## src/rtl/pscu_pkg.sv

```systemverilog
// Shared constants and carrier types of the pin-scan configuration updater.
// Assumes one 10 MHz core clock and an AXI4-Lite master with 32-bit data.
package pscu_pkg;

    ////////////////////////////////////////////////////////////////////////////
    // Timing
    localparam int CLK_PERIOD_NS = 100;
    localparam int SCK_HALF_NS = 500;
    localparam int SCK_HALF_CYC_I = (SCK_HALF_NS + CLK_PERIOD_NS - 1) / CLK_PERIOD_NS;
    localparam logic [3:0] SCK_HALF_CYC = 4'(SCK_HALF_CYC_I);

    ////////////////////////////////////////////////////////////////////////////
    // Selection pins and serial frame
    localparam int NUM_SEL_PINS = 8;
    localparam int WAKE_PIN = 7;
    localparam logic [4:0] BYTE_BITS = 5'h08;
    localparam logic [4:0] FRAME_BITS = 5'h10;

    ////////////////////////////////////////////////////////////////////////////
    // Register map
    localparam logic [7:0] REG_CTRL = 8'h00;
    localparam logic [7:0] REG_STATUS = 8'h04;
    localparam int CTRL_UPD_BIT = 0;
    localparam int CTRL_RD_BIT = 1;
    localparam int CTRL_ADDR_LSB = 8;
    localparam logic [7:0] CFG_ADDR_RST = 8'h00;
    localparam int STAT_ENH_BIT = 0;
    localparam int STAT_ACT_BIT = 1;
    localparam int STAT_BUSY_BIT = 2;
    localparam int STAT_PEND_BIT = 3;
    localparam int STAT_LEG_LSB = 4;
    localparam int STAT_PINS_LSB = 8;
    localparam int STAT_RDD_LSB = 16;
    localparam logic [1:0] RESP_OKAY = 2'h0;
    localparam logic [1:0] RESP_SLVERR = 2'h2;

    ////////////////////////////////////////////////////////////////////////////
    // Legacy operating states, one-hot
    localparam logic [3:0] LEG_SLEEP = 4'h1;
    localparam logic [3:0] LEG_TX_OOK = 4'h2;
    localparam logic [3:0] LEG_TX_ASK = 4'h4;
    localparam logic [3:0] LEG_RX = 4'h8;

    ////////////////////////////////////////////////////////////////////////////
    // Types
    typedef enum logic [2:0] {
        ST_IDLE = 3'b001,
        ST_WRITE = 3'b010,
        ST_READ = 3'b100
    } pscu_fsm_t;

    typedef struct packed {
        logic awvalid;
        logic [7:0] awaddr;
        logic wvalid;
        logic [31:0] wdata;
        logic [3:0] wstrb;
        logic bready;
        logic arvalid;
        logic [7:0] araddr;
        logic rready;
    } pscu_axi_req_t;

    typedef struct packed {
        logic awready;
        logic wready;
        logic bvalid;
        logic [1:0] bresp;
        logic arready;
        logic rvalid;
        logic [31:0] rdata;
        logic [1:0] rresp;
    } pscu_axi_rsp_t;

    typedef struct packed {
        logic sel;
        logic sck;
        logic sck_oe;
        logic dat;
        logic dat_oe;
    } pscu_cfg_out_t;

endpackage

```

## src/rtl/pscu_top.sv

```systemverilog
// Pin-scan configuration updater: watches the host selection pins and
// rewrites the transceiver configuration over a three-wire serial port.
// Assumes selection pins, jumper and serial lines are synchronous to core_clk_i.
//
// Overview of operation
// Enhanced mode samples all eight selection pins every cycle for changes.
// A detected change starts a serial configuration rewrite without host help.
// Enhanced mode: controller alone drives select and serial clock, and serial data except in the read phase.
// Legacy mode: controller stays idle and drives nothing.
// Legacy mode: clock and data lines are undriven inputs, control bits zero and one.
// Legacy bits select sleep, on-off transmit, amplitude transmit or receive.
// Mode comes from the jumper once after reset; later changes are ignored.
// Select held low in legacy mode; chip select of the port in enhanced mode.
// Host raises the enhanced-mode select pin after power-up to start the controller.
// Without that wake pin high the controller stays inactive, issuing nothing.
// Pin value one means driven high, zero driven low.
// Host pin pattern for amplitude reception with start vector at the slower rate.
// Host toggles start-vector enable low then high to re-arm recognition.
// Faster amplitude reception uses the same pins with rate select low.
// Each written bit is captured on a rising serial clock edge.
// Every completed group of eight bits lands in one control register.
// Read bits launch on the rising edge and are sampled on the falling edge.
// Last pin sample is kept; any mismatch with the new sample triggers an update.
module pscu_top (
    // Clock and reset
    input wire logic core_clk_i,
    input wire logic rst_n_i,
    // Register bus
    input wire pscu_pkg::pscu_axi_req_t axi_req_i,
    output pscu_pkg::pscu_axi_rsp_t axi_rsp_o,
    // Host pins
    input wire logic [pscu_pkg::NUM_SEL_PINS-1:0] sel_pins_i,
    input wire logic power_up_mode_jumper_i,
    // Transceiver serial port
    input wire logic cfg_sck_i,
    input wire logic cfg_dat_i,
    output pscu_pkg::pscu_cfg_out_t cfg_o,
    // Status
    output logic [3:0] legacy_state_o,
    output logic ctrl_active_o
);
    import pscu_pkg::*;

    typedef struct packed {
        pscu_fsm_t fsm;
        logic mode_known;
        logic enhanced;
        logic active;
        logic pending;
        logic rd_pending;
        logic [NUM_SEL_PINS-1:0] prev_pins;
        logic [3:0] div_cnt;
        logic [4:0] bit_cnt;
        logic [15:0] shreg;
        logic [7:0] rd_data;
        logic [7:0] cfg_addr;
        logic [3:0] legacy_state;
        pscu_cfg_out_t cfg;
        logic aw_held;
        logic w_held;
        logic [7:0] aw_addr;
        logic [31:0] wdata;
        logic [3:0] wstrb;
        pscu_axi_rsp_t rsp;
    } pscu_state_t;

    pscu_state_t st_r;
    pscu_state_t st_nxt;
    logic changed;
    logic tick;
    logic sw_upd;
    logic sw_rd;
    logic [4:0] bit_inc;
    logic [31:0] status_w;

    function automatic logic [3:0] leg_decode(input logic bit0, input logic bit1);
        case ({bit1, bit0})
            2'h0: leg_decode = LEG_SLEEP;
            2'h1: leg_decode = LEG_TX_OOK;
            2'h2: leg_decode = LEG_TX_ASK;
            default: leg_decode = LEG_RX;
        endcase
    endfunction

    ////////////////////////////////////////////////////////////////////////////
    // Next-state logic
    always_comb begin
        st_nxt = st_r;
        changed = 1'b0;
        sw_upd = 1'b0;
        sw_rd = 1'b0;
        tick = (st_r.div_cnt == SCK_HALF_CYC - 4'h1);
        bit_inc = st_r.bit_cnt + 5'h01;
        status_w = 32'h0000_0000;
        status_w[STAT_ENH_BIT] = st_r.enhanced;
        status_w[STAT_ACT_BIT] = st_r.active;
        status_w[STAT_BUSY_BIT] = (st_r.fsm != ST_IDLE);
        status_w[STAT_PEND_BIT] = st_r.pending;
        status_w[STAT_LEG_LSB +: 4] = st_r.legacy_state;
        status_w[STAT_PINS_LSB +: 8] = st_r.prev_pins;
        status_w[STAT_RDD_LSB +: 8] = st_r.rd_data;

        // Write channels are held until both halves are in
        if (axi_req_i.awvalid && st_r.rsp.awready) begin
            st_nxt.aw_held = 1'b1;
            st_nxt.aw_addr = axi_req_i.awaddr;
        end
        if (axi_req_i.wvalid && st_r.rsp.wready) begin
            st_nxt.w_held = 1'b1;
            st_nxt.wdata = axi_req_i.wdata;
            st_nxt.wstrb = axi_req_i.wstrb;
        end
        if (st_r.rsp.bvalid && axi_req_i.bready) begin
            st_nxt.rsp.bvalid = 1'b0;
        end
        if (st_r.aw_held && st_r.w_held && !st_r.rsp.bvalid) begin
            st_nxt.aw_held = 1'b0;
            st_nxt.w_held = 1'b0;
            st_nxt.rsp.bvalid = 1'b1;
            st_nxt.rsp.bresp = RESP_OKAY;
            if (st_r.aw_addr[7:2] == REG_CTRL[7:2]) begin
                if (st_r.wstrb[0]) begin
                    sw_upd = st_r.wdata[CTRL_UPD_BIT];
                    sw_rd = st_r.wdata[CTRL_RD_BIT];
                end
                if (st_r.wstrb[1]) begin
                    st_nxt.cfg_addr = st_r.wdata[CTRL_ADDR_LSB +: 8];
                end
            end else if (st_r.aw_addr[7:2] != REG_STATUS[7:2]) begin
                st_nxt.rsp.bresp = RESP_SLVERR;
            end
        end
        if (st_r.rsp.rvalid && axi_req_i.rready) begin
            st_nxt.rsp.rvalid = 1'b0;
        end
        if (axi_req_i.arvalid && st_r.rsp.arready) begin
            st_nxt.rsp.rvalid = 1'b1;
            st_nxt.rsp.rresp = RESP_OKAY;
            st_nxt.rsp.rdata = 32'h0000_0000;
            if (axi_req_i.araddr[7:2] == REG_CTRL[7:2]) begin
                st_nxt.rsp.rdata[CTRL_ADDR_LSB +: 8] = st_r.cfg_addr;
            end else if (axi_req_i.araddr[7:2] == REG_STATUS[7:2]) begin
                st_nxt.rsp.rdata = status_w;
            end else begin
                st_nxt.rsp.rresp = RESP_SLVERR;
            end
        end

        // Mode is caught in the first cycle after reset and then frozen
        if (!st_r.mode_known) begin
            st_nxt.mode_known = 1'b1;
            st_nxt.enhanced = power_up_mode_jumper_i;
            st_nxt.prev_pins = sel_pins_i;
        end else if (!st_r.enhanced) begin
            st_nxt.cfg = '0;
            st_nxt.legacy_state = leg_decode(cfg_sck_i, cfg_dat_i);
        end else begin
            st_nxt.cfg.sck_oe = 1'b1;
            changed = (sel_pins_i != st_r.prev_pins);
            st_nxt.prev_pins = sel_pins_i;
            if (sel_pins_i[WAKE_PIN]) begin
                st_nxt.active = 1'b1;
            end
            case (st_r.fsm)
                ST_IDLE: begin
                    st_nxt.div_cnt = 4'h0;
                    st_nxt.bit_cnt = 5'h00;
                    st_nxt.cfg.sck = 1'b0;
                    st_nxt.cfg.dat_oe = 1'b1;
                    if (st_r.active && st_r.pending) begin
                        st_nxt.fsm = ST_WRITE;
                        st_nxt.pending = 1'b0;
                        st_nxt.shreg = {st_r.cfg_addr, sel_pins_i};
                        st_nxt.cfg.sel = 1'b1;
                        st_nxt.cfg.dat = st_r.cfg_addr[7];
                        st_nxt.cfg.dat_oe = 1'b1;
                    end else if (st_r.active && st_r.rd_pending) begin
                        st_nxt.fsm = ST_READ;
                        st_nxt.rd_pending = 1'b0;
                        st_nxt.shreg = {st_r.cfg_addr, 8'h00};
                        st_nxt.cfg.sel = 1'b1;
                        st_nxt.cfg.dat = st_r.cfg_addr[7];
                        st_nxt.cfg.dat_oe = 1'b1;
                    end
                end
                ST_WRITE, ST_READ: begin
                    st_nxt.div_cnt = tick ? 4'h0 : st_r.div_cnt + 4'h1;
                    if (tick && !st_r.cfg.sck) begin
                        st_nxt.cfg.sck = 1'b1;
                    end else if (tick) begin
                        st_nxt.cfg.sck = 1'b0;
                        if (st_r.fsm == ST_READ && st_r.bit_cnt >= BYTE_BITS) begin
                            st_nxt.rd_data = {st_r.rd_data[6:0], cfg_dat_i};
                        end
                        st_nxt.bit_cnt = bit_inc;
                        st_nxt.shreg = {st_r.shreg[14:0], 1'b0};
                        st_nxt.cfg.dat = st_r.shreg[14];
                        if (bit_inc == FRAME_BITS) begin
                            st_nxt.fsm = ST_IDLE;
                            st_nxt.cfg.sel = 1'b0;
                            st_nxt.cfg.dat = 1'b0;
                            st_nxt.cfg.dat_oe = 1'b1;
                        end else if (st_r.fsm == ST_READ && bit_inc >= BYTE_BITS) begin
                            st_nxt.cfg.dat_oe = 1'b0;
                        end
                    end
                end
                default: begin
                    st_nxt.fsm = ST_IDLE;
                end
            endcase
            // Set after the start-of-frame clear so a late change is not lost
            if (st_nxt.active && (changed || sw_upd)) begin
                st_nxt.pending = 1'b1;
            end
            if (st_nxt.active && sw_rd) begin
                st_nxt.rd_pending = 1'b1;
            end
        end

        st_nxt.rsp.awready = !st_nxt.aw_held && !st_nxt.rsp.bvalid;
        st_nxt.rsp.wready = !st_nxt.w_held && !st_nxt.rsp.bvalid;
        st_nxt.rsp.arready = !st_nxt.rsp.rvalid;
    end

    ////////////////////////////////////////////////////////////////////////////
    // State register
    always_ff @(posedge core_clk_i) begin
        if (!rst_n_i) begin
            st_r <= '0;
            st_r.fsm <= ST_IDLE;
            st_r.cfg_addr <= CFG_ADDR_RST;
        end else begin
            st_r <= st_nxt;
        end
    end

    assign axi_rsp_o = st_r.rsp;
    assign cfg_o = st_r.cfg;
    assign legacy_state_o = st_r.legacy_state;
    assign ctrl_active_o = st_r.active;
endmodule

```

## config.mk

```make
export PLATFORM = sky130hd
export DESIGN_NAME = pscu_top
export DESIGN_NICKNAME = d
export VERILOG_FILES = /design/src/rtl/pscu_pkg.sv /design/src/rtl/pscu_top.sv
export SDC_FILE = /design/constraint.sdc
export NUM_CORES = 1
export LEC_CHECK = 0
export ABC_CLOCK_PERIOD_IN_PS = 2400
export BUFFER_PORTS_ARGS = -buffer_cell sky130_fd_sc_hd__clkbuf_2
export CAP_MARGIN = 20
export CORE_UTILIZATION = 40
export DETAILED_ROUTE_END_ITERATION = 12
export PLACE_DENSITY = 0.65
export REMOVE_ABC_BUFFERS = 1
export SYNTH_ARGS = -nofsm -noshare
export SYNTH_HDL_FRONTEND = slang
export SYNTH_SLANG_ARGS = --single-unit
```

## constraint.sdc

```tcl
create_clock -name core_clk_i -period 2.4 [get_ports core_clk_i]
set_input_delay 0.6 -clock core_clk_i [delete_from_list [all_inputs] [get_ports core_clk_i]]
set_output_delay 0.6 -clock core_clk_i [all_outputs]
set_load 0.05 [all_outputs]
```

Word-level counts from Yosys, hierarchy flattened. Index checks and enable logic that the tools add are counted.

Add/sub/neg operators: 2. Order comparisons: 2. Equal/unequal tests: 24. Mux-type cells: 62. Bitwise operators: 2. Reduce and logical (&&, ||, !) cells: 46.

Operator list (count): 29-bit two-way mux (2); 25-bit case mux with 2 select lines (1); 16-bit two-way mux (3); 41-bit two-way mux (1); 35-bit two-way mux (1); 8-bit two-way mux (4); 1-bit two-way mux (26); 24-bit two-way mux (1); 6-bit AND reduction (4); 2-bit two-way mux (10); 5-bit AND reduction (4); 3-bit two-way mux (6); 1-bit logical AND (16); 6-bit logical NOT (2); 3-bit inequality test (second input constant) (4); 4-bit inequality test (second input constant) (3); 4-bit case mux with 3 select lines (1); 5-bit by 4-bit >= comparator with 1-bit output (second input constant) (2); 10-bit two-way mux (1); 2-bit nonzero test (5); 3-bit AND reduction (3); 2-bit inequality test (second input constant) (4); 8-bit inequality test (1); 2-bit case mux with 2 select lines (2); 23 further kinds (31).

Bits in registers: 135. Input port bits: 70. Output and inout port bits: 51. Logic and storage cells: 169.

Logic depth before layout (Yosys ltp).
Depth in word-level cells: 9. Gate-level depth with buffers: 9. Mapped depth without buffers: 7.

Least setup slack after synthesis. Ideal clock, no wire load.

Kind: input to register. Start point: in axi_req_i[7] (netlist bit). End point: reg st_r, in the netlist axi_rsp_o[18]. Setup time: 65 ps. Arrival: 1993 ps. Required time: 2335 ps. Slack: 342 ps. Stages: 7. Path buffers: 2. Cell sequence: or4_1 nor2_2 and3_1 buf_4 buf_4 a22oi_1 nor2b_1.

Cells in the longest elaborated chain, start to end: 3. Elaborated cells between the ends (all ways): 4. Those cells by class: 1 x eq/ne; 2 x mux; 1 x reduce/logical.

RTL lines: start: declaration (line pscu_top.sv:29) `input wire pscu_pkg::pscu_axi_req_t axi_req_i,`; 6-bit by 1-bit == test with 1-bit output (line pscu_top.sv:142) `end else if (axi_req_i.araddr[7:2] == REG_STATUS[7:2]) begin`; 24-bit two-way mux (line pscu_top.sv:142); 16-bit two-way mux (*) (line pscu_top.sv:140) `if (axi_req_i.araddr[7:2] == REG_CTRL[7:2]) begin`; end signal: assignment (line pscu_top.sv:234) `st_r <= st_nxt;`; end: declaration (line pscu_top.sv:67) `pscu_state_t st_r;`.

Every way passes the cells marked *; elsewhere a longest branch is shown, timed or not. A chain may end at the register's enable or synchronous reset.

Worst setup path in the final report.
Start point: reg st_r[133] (netlist bit). End point: reg st_r[122] (netlist bit).

Cells in the longest elaborated chain, start to end: 4. Elaborated cells between the ends (all ways): 5. Those cells by class: 3 x eq/ne; 2 x reduce/logical.

RTL lines: 4-bit by 3-bit == test with 1-bit output (*) (line pscu_top.sv:92) `tick = (st_r.div_cnt == SCK_HALF_CYC - 4'h1);`; 1-bit logical AND (line pscu_top.sv:188) `if (tick && !st_r.cfg.sck) begin`; 2-bit inequality test (no line); 6-bit AND reduction (no line) (*).

Marks and branches as above.

==> summary.md <==
| Metric | Value |
|---|---|
| Slowest-stage cell, CP | and3_1 |
| CP top delay family | simple AND/OR/NAND/NOR gates |
| Cts-stage hold buffer count | 0 |
| Comb power frac | 6.1% |
| Setup TNS | 0 ns |
| First drt pass iteration count | 4 |
| Reg clk slew, reported paths | 0.05 ns |
| Ports | 121 |
| Root Driver | clkbuf_16 |
| CP Capture Type | register |
| Worst Setup Path Type | reg -> reg |
| Fin Hold WS | 0.4244 ns |
| Cell Chain, Critical Path | inv_1 > ha_1 > and4b_1 > and3_1 > o21ai_2 > buf_4 > a221o_1 > o211a_1 |
| Core Region | 13240 um2 |
| CTS Buffer Depth | 2 |
| Num rows | 42 |
| Initial Util | 40.89% |
| Startpoint class of the critical path | register |
| Final setup fails | 0 |
| Design Power | 5.066 mW |
| Commonest non-fill, non-tap cell in the layout | dfxtp_1 |
| Worst-Skew Late Latency | 0.41 ns |
| Rel. slew slack | 54.13% |
| Unrepaired setup endpoints after global routing | false |
| Ratio of final minimum period to clock period | 88.93% |
| Post-Synth Adder-Cell Area | 1.155% |
| Worst EP arrival | 2.44 ns |
| Synth top area share | 42.88% |
| Syn-to-layout area delta | 16.45% |
| Post-CTS Setup Bufs | 0 |
| CTS tree | built |
| Synthesized area | 5415 um2 |
| GRT met3 Usage | 5.357% |
| Inserted Diodes | 0 |
| Nets@finish | 709 |
| Clock skew after layout | 0.007410 ns |
| H-Tree Depth | 4 |
| Layout cells sized above 1 | 22.14% |
| Status | complete, no violations |
| R2R depth | 8 |
| Cell taking the most area after synthesis | dfxtp_1 |
| Hold Vio Cnt, Final | 0 |
| Mux contribution to synthesized area | 4.806% |
| Synth Area in Compound Gates | 17.81% |
| DRC viols | 0 |
| Critical Path RT | 2.70 ns |
| Routed WL | 11.68 mm |
| DP Wirelength | 8.251 mm |
| Hold path cells | 3 |
| Period minus WS final | 2.134 ns |
| Syn. warnings | 0 |
| Most frequent cells in the layout | 116 x dfxtp_1, 82 x clkbuf_2, 78 x nand2_1 |
| Xor and xnor area share after synthesis | 1.941% |
| Starting DRT DRC Count | 288 |
| Slew Limit Fails | 0 |
| P_leak | 2.632 nW |
| Worst path buffer plus inverter count | 2 |
| Worst hold path class | in -> reg |
| CP max stage delay | 0.40 ns |
| Chip Width | 118.4 um |
| Die ar. | 14010 um2 |
| Fmax | 468.5 MHz |
| WL/cell | 14.20 um |
| Port Buffers | 82 |
| VDD IR-drop max | 0.5408 mV |
| Average cell area after synthesis | 9.086 um2 |
| Post-Synth Simple-Gate Area | 21.03% |
| Switch Pwr | 1.080 mW |
| Post-synthesis cell count | 596 |
| Routing usage on met1 | 21.37% |
| Max-cap violations | 0 |
| Post_cts resized | 0 |
| Antenna violations before repair | 1 |
| M2 GR Usage | 28.97% |
| Die height | 118.4 um |
| Most used flip-flop cell after synthesis | dfxtp_1 |
| First-pass GRT wire length | 19.66 mm |
| Largest net degree at the start of global routing | 48 |
| Synthesis-stage register bit count | 116 |
| Sw frac | 21.31% |
| Post-synth EDFFs | 0 |
| Clock sink count | 116 |
| Flop pwr share | 39.5% |
| GRT Resource Usage Total | 17.69% |
| Largest family of logic cells by synthesized area | simple AND/OR/NAND/NOR gates |
| Grt ovf | 0 |
| Final-layout fill cell count | 1292 |
| Worst-Margin Slew | 0.6881 ns |
| Levels on crit path | 8 |
| Antenna-violating nets left | 0 |
| P per Cell Area | 803.3 nW/um2 |
| Grt peak-use layer | met2 |
| Via density | 5.202 |
| Power share of the clock group | 54.3% |
| Max FO, Critical Path | 15 |
| Synth cell types | 54 |
| Final GP Congestion | 0.7951 |
| Vias | 4276 |
| Cell Int Power | 3.986 mW |
| Vias in the first global route | 4055 |
| Async SR Flop Fraction | 0% |
| Synth top area cells | dfxtp_1 43%, buf_4 7.2%, a21boi_0 6.4% |
| CTS buffer count | 17 |
| Register area share after synthesis | 42.88% |
-- state kept, by name (all words and copies together), names as in the netlist --
register        flops
axi_rsp_o          31
cfg_o               5
legacy_state_o      4
ctrl_active_o       1
st_r               75
-- worst register-to-register path: stages, from the launching register on --
cell	delay, ns
dfxtp_1	0.32
inv_1	0.09
ha_1	0.18
and4b_1	0.32
and3_1	0.41
o21ai_2	0.10
buf_4	0.20
a221o_1	0.29
o211a_1	0.13
-- power by group through the flow --
stage	sequential [mW]	combinational (mW)	clock (mW)
2_1_floorplan	2.08	0.149	0
3_3_place_gp	2.04	0.308	0
3_5_place_dp	2.04	0.313	0
4_1_cts	2.00	0.315	2.80
5_1_grt	2.01	0.341	2.89
6_report	2.00	0.311	2.75
-- layout make-up --
cell class	count	area [um2]	area share, %
Clock inverter	10	177.7	2.817
Multi-Input combinational cell	398	2569	40.73
Tap cell	176	220.2	3.492
Clock buffer	21	470.5	7.460
Sequential cell	116	2322	36.83
Timing Repair Buffer	96	528.0	8.373
Inverter	5	18.77	0.2976
-- routing by layer --
layer	up-vias	wire, um	share of wire, %
li1	2101	-	-
met1	2047	5358	46
met2	106	5604	48
met3	20	525	4.5
met4	2	177	1.5
met5	-	11	0.094
-- cell usage after synthesis, types with 2 or more instances --
cell      number
a221oi_1       7
or4_1          2
a22oi_1       17
nor2_1        20
ha_1           5
and3_1         6
inv_1          5
nand2_1       78
and4b_1        3
nand3b_1       5
nand4_1        3
a211o_1        2
nand3_1       26
buf_4         52
a21oi_1       11
nor3_1         7
o21ai_0       12
o221ai_1       2
a21boi_0      46
clkbuf_1      26
dfxtp_1      116
nor3b_1        9
mux2i_1       17
nor2_2         2
and2_1         6
a32oi_1        2
o211a_1        8
buf_6          2
xor2_1        11
nor2b_1       39
nand2b_1       8
mux2_2         8
buf_2          5
nor4_1         2
a221o_1        7
-- cell families after synthesis --
kind of cell / after synthesis
flip-flops: 116
AO/OA/AOI/OAI: 126
AND/OR/NAND/NOR: 220
multiplexers: 25
buffers and inverters: 91
adder cells (fa/ha/maj): 5
other: 1
XOR/XNOR: 12
-- final timing paths --
kind / start / to / slack, ns
worst max register to register: st_r[133] / st_r[122] / 0.27
worst min-delay path: axi_req_i[27] / st_r[57] / 0.42
worst max-delay path: st_r[133] / st_r[122] / 0.27
worst min register to register: st_r[112] / st_r[112] / 0.46
-- through the flow --
step	instances	worst slack (ns)	utilization (%)	area [um2]
final	822	0.2656	47.62	6306
after global routing	822	0.1239	47.62	6306
after CTS	822	0.2754	47.62	6306
after detailed placement	791	0.3264	42.72	5658
after global placement	791	0.3964	42.72	5658
after floorplan	519	0.1505	-	4910
(Power assumes the default switching activity.)
